$ cat src/core/ppb_regs_pkg.sv
// Constants and types of the bus performance, power control and burst count registers
// Functional notes
// - Read latency cycles, from request to completion, are summed in a 16-bit field.
// - Double words moved by our own bus-master transfers are summed in an 8-bit field.
// - Reading the performance counter returns both sums and clears them.
// - The wake flag is set on every wake event, whatever the wake signal enable holds.
// - Writing one to the wake flag clears it and releases PME#; writing zero does nothing.
// - PME# is driven only while the wake signal enable bit is set.
// - A two-bit power state field reads and sets D0 to D3hot, resetting to D0.
// - A write of an unsupported power state completes but leaves the state unchanged.
// - The data scale and data select fields read as zero and ignore writes.
// - A five-bit threshold, reset to 5, sets how many good bursts raise transmit done.
package ppb_regs_pkg;

	// ---------------------------------------------
	// Register map
	// ---------------------------------------------
	localparam logic [7:0] PPB_OFS_PERF = 8'h8C;
	localparam logic [7:0] PPB_OFS_TX_BURST_COUNT_TIMEOUT = 8'h9C;
	localparam logic [7:0] PPB_OFS_PWR = 8'hE0;

	// ---------------------------------------------
	// Field layout
	// ---------------------------------------------
	localparam int PPB_CLK_LSB = 16;
	localparam int PPB_CLK_W = 16;
	localparam int PPB_DW_LSB = 0;
	localparam int PPB_DW_W = 8;
	localparam int PPB_WAKE_FLAG_BIT = 15;
	localparam int PPB_WAKE_EN_BIT = 8;
	localparam int PPB_PSTATE_LSB = 0;
	localparam int PPB_PSTATE_W = 2;
	localparam int PPB_TX_BURST_THRESHOLD_LSB = 16;
	localparam int PPB_TX_BURST_THRESHOLD_W = 5;

	// ---------------------------------------------
	// Reset values and support
	// ---------------------------------------------
	localparam logic [4:0] PPB_TX_BURST_THRESHOLD_RST = 5'h05;
	localparam logic [1:0] PPB_PSTATE_RST = 2'h0;
	// One bit per state D0..D3hot; D1 and D2 not supported
	localparam logic [3:0] PPB_PSTATE_SUPPORT = 4'h9;
	localparam logic [15:0] PPB_CLK_MAX = 16'hFFFF;
	localparam logic [7:0] PPB_DW_MAX = 8'hFF;

	typedef enum logic [1:0] {PPB_D0, PPB_D1, PPB_D2, PPB_D3HOT} ppb_pstate_e;

	// ---------------------------------------------
	// Carriers
	// ---------------------------------------------
	typedef struct packed {
		logic rd_req;
		logic rd_done;
		logic dword;
	} ppb_bus_evt_s;

	typedef struct packed {
		logic burst_ok;
		logic burst_fail;
	} ppb_tx_evt_s;

	typedef struct packed {
		logic wr;
		logic rd;
		logic [7:0] addr;
		logic [31:0] wdata;
	} ppb_csr_req_s;

	typedef struct packed {
		logic busy;
		logic [15:0] clk_total;
		logic [7:0] dw_total;
		logic wake_flag;
		logic wake_en;
		ppb_pstate_e pstate;
		logic [4:0] tb_thresh;
		logic [4:0] tb_count;
		logic tx_done;
		logic pme_oe;
		logic ack;
		logic [31:0] rdata;
	} ppb_state_s;

endpackage

$ cat src/core/ppb_regs.sv
// Performance counter, power control/status and transmit burst count registers
module ppb_regs
(
	input wire logic clk_sys_i,
	input wire logic rst_i,
	input ppb_regs_pkg::ppb_csr_req_s csr_req_i,
	input ppb_regs_pkg::ppb_bus_evt_s bus_evt_i,
	input ppb_regs_pkg::ppb_tx_evt_s tx_evt_i,
	input wire logic wake_event_i,
	output logic [31:0] csr_rdata_o,
	output logic csr_ack_o,
	output logic tx_done_irq_o,
	output logic pme_n_o,
	output logic pme_oe_o,
	output logic [1:0] power_state_o
);
	import ppb_regs_pkg::*;

	ppb_state_s state_reg;
	ppb_state_s state_next;

	logic hit_perf;
	logic hit_pwr;
	logic hit_tx_burst_count_timeout;
	logic rd_active;
	logic [1:0] wr_state;

	assign hit_perf = csr_req_i.addr == PPB_OFS_PERF;
	assign hit_pwr = csr_req_i.addr == PPB_OFS_PWR;
	assign hit_tx_burst_count_timeout = csr_req_i.addr == PPB_OFS_TX_BURST_COUNT_TIMEOUT;
	assign rd_active = bus_evt_i.rd_req | state_reg.busy;
	assign wr_state = csr_req_i.wdata[PPB_PSTATE_LSB +: PPB_PSTATE_W];

	// ---------------------------------------------
	// Next state
	// ---------------------------------------------
	always_comb
	begin
		state_next = state_reg;
		state_next.ack = 1'b0;
		state_next.tx_done = 1'b0;
		// Request cycle through completion cycle are all counted
		state_next.busy = rd_active & ~bus_evt_i.rd_done;

		// Read snapshot first, so a clear never loses the reported value
		if (csr_req_i.rd)
		begin
			state_next.ack = 1'b1;
			state_next.rdata = 32'h0000_0000;
			if (hit_perf)
			begin
				state_next.rdata[PPB_CLK_LSB +: PPB_CLK_W] = state_reg.clk_total;
				state_next.rdata[PPB_DW_LSB +: PPB_DW_W] = state_reg.dw_total;
				state_next.clk_total = 16'h0000;
				state_next.dw_total = 8'h00;
			end
			else if (hit_pwr)
			begin
				// Scale and select stay zero from the cleared word
				state_next.rdata[PPB_WAKE_FLAG_BIT] = state_reg.wake_flag;
				state_next.rdata[PPB_WAKE_EN_BIT] = state_reg.wake_en;
				state_next.rdata[PPB_PSTATE_LSB +: PPB_PSTATE_W] = state_reg.pstate;
			end
			else if (hit_tx_burst_count_timeout)
			begin
				state_next.rdata[PPB_TX_BURST_THRESHOLD_LSB +: PPB_TX_BURST_THRESHOLD_W] = state_reg.tb_thresh;
			end
		end

		// Increments applied after the clear: an event in the read cycle survives
		if (rd_active && state_next.clk_total != PPB_CLK_MAX)
		begin
			state_next.clk_total = state_next.clk_total + 16'h0001;
		end
		if (bus_evt_i.dword && state_next.dw_total != PPB_DW_MAX)
		begin
			state_next.dw_total = state_next.dw_total + 8'h01;
		end

		if (csr_req_i.wr)
		begin
			state_next.ack = 1'b1;
			if (hit_pwr)
			begin
				if (csr_req_i.wdata[PPB_WAKE_FLAG_BIT])
				begin
					state_next.wake_flag = 1'b0;
				end
				state_next.wake_en = csr_req_i.wdata[PPB_WAKE_EN_BIT];
				if (PPB_PSTATE_SUPPORT[wr_state])
				begin
					state_next.pstate = ppb_pstate_e'(wr_state);
				end
			end
			else if (hit_tx_burst_count_timeout)
			begin
				state_next.tb_thresh = csr_req_i.wdata[PPB_TX_BURST_THRESHOLD_LSB +: PPB_TX_BURST_THRESHOLD_W];
			end
		end

		// Set wins over the write-one clear
		if (wake_event_i)
		begin
			state_next.wake_flag = 1'b1;
		end
		state_next.pme_oe = state_next.wake_flag & state_next.wake_en;

		// A failed burst breaks the consecutive run
		if (tx_evt_i.burst_fail)
		begin
			state_next.tb_count = 5'h00;
		end
		else if (tx_evt_i.burst_ok)
		begin
			// Threshold of zero behaves as one: every good burst signals
			if (state_reg.tb_count + 5'h01 >= state_reg.tb_thresh)
			begin
				state_next.tb_count = 5'h00;
				state_next.tx_done = 1'b1;
			end
			else
			begin
				state_next.tb_count = state_reg.tb_count + 5'h01;
			end
		end
	end

	// ---------------------------------------------
	// State register
	// ---------------------------------------------
	always_ff @(posedge clk_sys_i or posedge rst_i)
	begin
		if (rst_i)
		begin
			state_reg <= '0;
			state_reg.pstate <= PPB_D0;
			state_reg.tb_thresh <= PPB_TX_BURST_THRESHOLD_RST;
		end
		else
		begin
			state_reg <= state_next;
		end
	end

	// ---------------------------------------------
	// Outputs
	// ---------------------------------------------
	assign csr_rdata_o = state_reg.rdata;
	assign csr_ack_o = state_reg.ack;
	assign tx_done_irq_o = state_reg.tx_done;
	// Open drain: only ever pulls low
	assign pme_n_o = 1'b0;
	assign pme_oe_o = state_reg.pme_oe;
	assign power_state_o = state_reg.pstate;
endmodule

$ cat config.mk
export PLATFORM = sky130hd
export DESIGN_NAME = ppb_regs
export DESIGN_NICKNAME = d
export VERILOG_FILES = /design/src/core/ppb_regs_pkg.sv /design/src/core/ppb_regs.sv
export SDC_FILE = /design/constraint.sdc
export NUM_CORES = 1
export LEC_CHECK = 0
export BUFFER_PORTS_ARGS = -buffer_cell sky130_fd_sc_hd__buf_2
export CORE_UTILIZATION = 35
export DETAILED_ROUTE_END_ITERATION = 10
export HOLD_SLACK_MARGIN = 0.12
export SLEW_MARGIN = 15
export SYNTH_ARGS = -nofsm -noshare
export SYNTH_HDL_FRONTEND = slang
export SYNTH_SLANG_ARGS = --single-unit
$ cat constraint.sdc
create_clock -name clk_sys_i -period 3.9 [get_ports clk_sys_i]
set_input_delay 0 -clock clk_sys_i [delete_from_list [all_inputs] [get_ports clk_sys_i]]
set_output_delay 0 -clock clk_sys_i [all_outputs]
set_load 0.01 [all_outputs]
After elaboration in Yosys (flattened, before gate mapping)
Cells that the tools add are included.

storage, ports and cells
  flip-flop bits (word level) = 68
  bits of input ports = 50
  logic and storage cells = 63

operators by class
  $add $sub $neg = 3
  order comparisons = 2
  equal/unequal tests = 5
  muxes and demuxes = 31
  bitwise logic cells = 5
  reduce and logical (&&, ||, !) cells = 5

operators by type and width
  kind                   count
  $mux 24                2
  $mux 5                 7
  $mux 33                1
  $eq 8x8->1 const B     3
  $add 16x1->16 const B  1
  $mux 16                1
  $ne 16x16->1 const B   1
  $mux 6                 2
  $mux 11                1
  $mux 1                 10
  $mux 9                 1
  $add 8x1->8 const B    1
  $mux 8                 1
  $ne 8x8->1 const B     1
  $mux 2                 3
  $reduce_and 3->1       2
  $add 5x1->5 const B    1
  $ge 5x5->1             1
  $mux 4                 1
  $lt 2x3->1 const B     1
  $and 1x1->1            2
  $bmux 1 s2             1
  $logic_and 1x1->1      2
  $not 1->1              2
  other kinds (2)        2

Depth between registers and ports, before layout
  depth in word-level cells = 7
  depth in mapped cells = 12

Worst setup path after synthesis
Ideal clock, no wire load.

  path kind = input-to-reg
  start point = input csr_req_i[33] in the netlist's numbering
  end point = register state_reg[63] in the netlist's numbering
  library setup time = 77 ps
  data arrival time = 2,153 ps
  required time = 3,823 ps
  slack = 1,669 ps
  cell stages on the path = 10
  buffers on the path = 0
  cell sequence = or3b_4 -> nor3_4 -> nand2_1 -> and2_1 -> ha_1 -> nand3_2 -> nor4b_2 -> a21o_1 -> or4_1 -> a21oi_1

RTL lines
  item                  line             RTL
  start, declared       ppb_regs.sv:6    input ppb_regs_pkg::ppb_csr_req_s csr_req_i,
  end signal, assigned  ppb_regs.sv:141  state_reg <= state_next;
  end, declared         ppb_regs.sv:19   ppb_state_s state_reg;

==> results.sh <==
export IMPL_outcome="finished, final reports clean"
export IMPL_slew_headroom=0.469
export IMPL_hold_depth=5
export IMPL_area_growth_pct=16.2
export IMPL_synth_main_ff_cell="dfrtp_1"
export IMPL_cts_setup_buffers=0
export IMPL_cts_root_buf="clkbuf_8"
export IMPL_synth_mux_area_frac=0.0254
export IMPL_synthArstFlopShare=1.00
export IMPL_dp_hpwl_mm=4.98
export IMPL_place_gp_congestion=0.742
export IMPL_yosysWarnings=0
export IMPL_netlist_instances=374
export IMPL_cp_slowest_cell="or3b_4"
export IMPL_power_static_leakage_uw=0.00190
export IMPL_largest_reg_flops=37
export IMPL_die_w_um=103
export IMPL_path_class="in2reg"
export IMPL_path_cells="buf_2, or3b_4, nor3_4, nand2_1, and2_1, ha_1, nand3_2, nor4b_2, a21o_1, or4_1, a21oi_1"
export IMPL_finalSetupTns_ns=0
export IMPL_start_util=0.364
export IMPL_num_rows=36
export IMPL_dieArea_um2=10700
export IMPL_period_needed_ns=2.32
export IMPL_clkTransAtPathRegs_ns=0.08
export IMPL_vdd_drop_max_v=0.000209
export IMPL_grt_start_max_net_pins=55
export IMPL_antenna_cells=0
export IMPL_worstMarginPinSlew_ns=0.795
export IMPL_coreArea_um2=9860
export IMPL_worst_setup_path_end_kind="flip-flop"
export IMPL_synth_top_cell_area_share=0.460
export IMPL_synthAdderAreaFrac=0.0279
export IMPL_vias=2732
export IMPL_htree_num_levels=3
export IMPL_yosys_area_top_type="dfrtp_1"
export IMPL_ys_ff_latch=68
export IMPL_first_global_vias=2685
export IMPL_setup_viol=0
export IMPL_synth_simple_gate_area_share=0.202
export IMPL_cts_buffers_inserted=9
export IMPL_cp_start_kind="input pin"
export IMPL_hold_viol=0
export IMPL_design_area_um2=4170
export IMPL_synth_edf_count=0
export IMPL_place_area_um2=3760
export IMPL_fin_skew_ns=0.0110
export IMPL_crit_required_ns=4.16
export IMPL_via_per_inst=4.86
export IMPL_synth_top_family_by_area="simple AND/OR/NAND/NOR gates"
export IMPL_grtUsageTotal=0.151
export IMPL_yosys_top_cells_area="dfrtp_1 46%, buf_4 7.7%, nand3_1 5.0%"
export IMPL_num_io_pins=88
export IMPL_first_pass_iters=4
export IMPL_grt_pass1_wl_mm=12.4
export IMPL_drc=0
export IMPL_die_h_um=103
export IMPL_totalWireLength_mm=7.28
export IMPL_maxSlewViolCount=0
export IMPL_drive_above_1_share=0.221
export IMPL_insertion_delay_ns=0.35
export IMPL_port_buffers=57
export IMPL_crit_path_max_incr_delay_ns=0.42
export IMPL_synth_compound_area_frac=0.122
export IMPL_antenna_found_initial=0
export IMPL_overflow=0
export IMPL_drt_first_iter_violations=87
export IMPL_hp_class="in2reg"
export IMPL_postSynthAreaPerCell_um2=9.60
export IMPL_final_core_util=0.423
export IMPL_clock_path_buffers=2
export IMPL_fin_nets=482
export IMPL_ys_types=51
export IMPL_reg2reg_depth=9
export IMPL_p_per_area_nw_per_um2=403
export IMPL_cp_arrival_ns=2.58
export IMPL_path_max_fanout=13
export IMPL_tritoncts="built"
export IMPL_wl_per_cell_um=13.0
export IMPL_seq_area_frac_synth=0.475
export IMPL_cts_sinks=68
export IMPL_fmax_mhz=432
export IMPL_synth_xor_area_share=0.0293
export IMPL_post_route_period_util=0.594
export IMPL_rsz0062_at_grt="no"
export IMPL_antenna_left=0
export IMPL_drv_cap=0
export IMPL_netlist_area_um2=3590
## routing by layer
layer  vias to the layer above  track usage  wire (um)
met4                         0       0.0574         87
met2                        60        0.241       3420
met3                        10       0.0356        266
met1                      1298        0.201       3510
li1                       1364            -          -
met5                         -            0          0
## final timing paths
kind | slack, ns | endpoint | startpoint
worst max-delay path | 1.58 | state_reg[64] | csr_req_i[33]
worst min-delay path | 0.20 | csr_rdata_o[20] | csr_req_i[36]
worst max register to register | 1.72 | state_reg[39] | state_reg[35]
worst min register to register | 0.52 | csr_rdata_o[3] | csr_rdata_o[3]
max in group asynchronous | 2.66 | state_reg[59] | rst_i
min in group asynchronous | 0.34 | state_reg[36] | rst_i
## synthesized netlist by cell type (3+ instances only)
cell type and number:
a211oi_1 3, a21o_1 5, a21oi_1 15, a22oi_1 7, a32o_1 4, and2_1 8
and3_1 3, buf_4 37, clkbuf_1 8, dfrtp_1 66, ha_1 8, inv_1 26
mux2_2 5, nand2_1 19, nand2b_1 4, nand3_1 36, nand4_1 9, nor2_1 25
nor3_1 6, o21ai_0 25, or2_2 3, xnor2_1 3, xor2_1 9
## placed cells by master, fill, tap and decap left out, types with 3 or more instances in the layout
cell type      instances
and3_1                 3
dfrtp_1               66
clkinvlp_4             3
nor3_1                 6
clkinv_2               3
nand2b_1               4
conb_1                 7
nand2_1               19
inv_1                 25
a22oi_1                7
a21o_1                 5
clkbuf_8               9
xnor2_1                3
xor2_1                 9
a32o_1                 4
ha_1                   8
or2_2                  3
o21ai_0               25
a21oi_1               15
a211oi_1               3
nand4_1                9
nor2_1                25
buf_4                  3
dlygate4sd3_1         22
buf_2                 57
mux2_2                 5
and2_1                 8
nand3_1               36
## repair_timing
| action | CTS | global route |
|---|---|---|
| gates resized for setup | 0 | 0 |
| endpoints found under the setup margin | 0 | 0 |
| endpoints found under the hold margin | 60 | 0 |
| hold buffers | 22 | 0 |
## area by class of cell
class	instances	area, um2
clock inverter	7	67.6
sequential	68	1700
timing repair buffer	82	528
inverter	26	97.6
clock buffer	9	124
tap	133	166
multi-input combinational	237	1490
fill	981	5690
## per-stage QoR
step	std cells	total power [uW]	setup WS [ns]	hold slack, ns
final	562	1680	1.58	0.201
after global routing	562	1790	1.39	0.216
after CTS	562	1700	1.61	0.188
after detailed placement	524	1110	1.24	0.185
after global placement	524	1100	1.27	0.186
after floorplan	380	1040	1.67	0.0664
## logic make-up (layout without fill, tap and decap cells)
kind of cell | Yosys count | count (layout)
simple gates | 133 | 133
compound gates | 69 | 69
xor+xnor | 12 | 12
fa+ha+maj | 8 | 8
mux | 8 | 8
other cells | 1 | 7
buf+inv | 75 | 124
flops | 68 | 68
## worst max-delay path, delay by kind of cell
family	cells	cell delay, ns
AND/OR/NAND/NOR	7	1.83
buffers and inverters	1	0.10
AO/OA/AOI/OAI	2	0.43
adder cells (fa/ha/maj)	1	0.23
## power by group
part	switching, uW	leakage [uW]	internal, uW	total, uW
registers	92.9	0.000885	779	872
logic	127	0.000923	118	245
clock network	274	0.0000910	291	565
total	494	0.00190	1190	1680
Power figures use the tool's default switching activity.
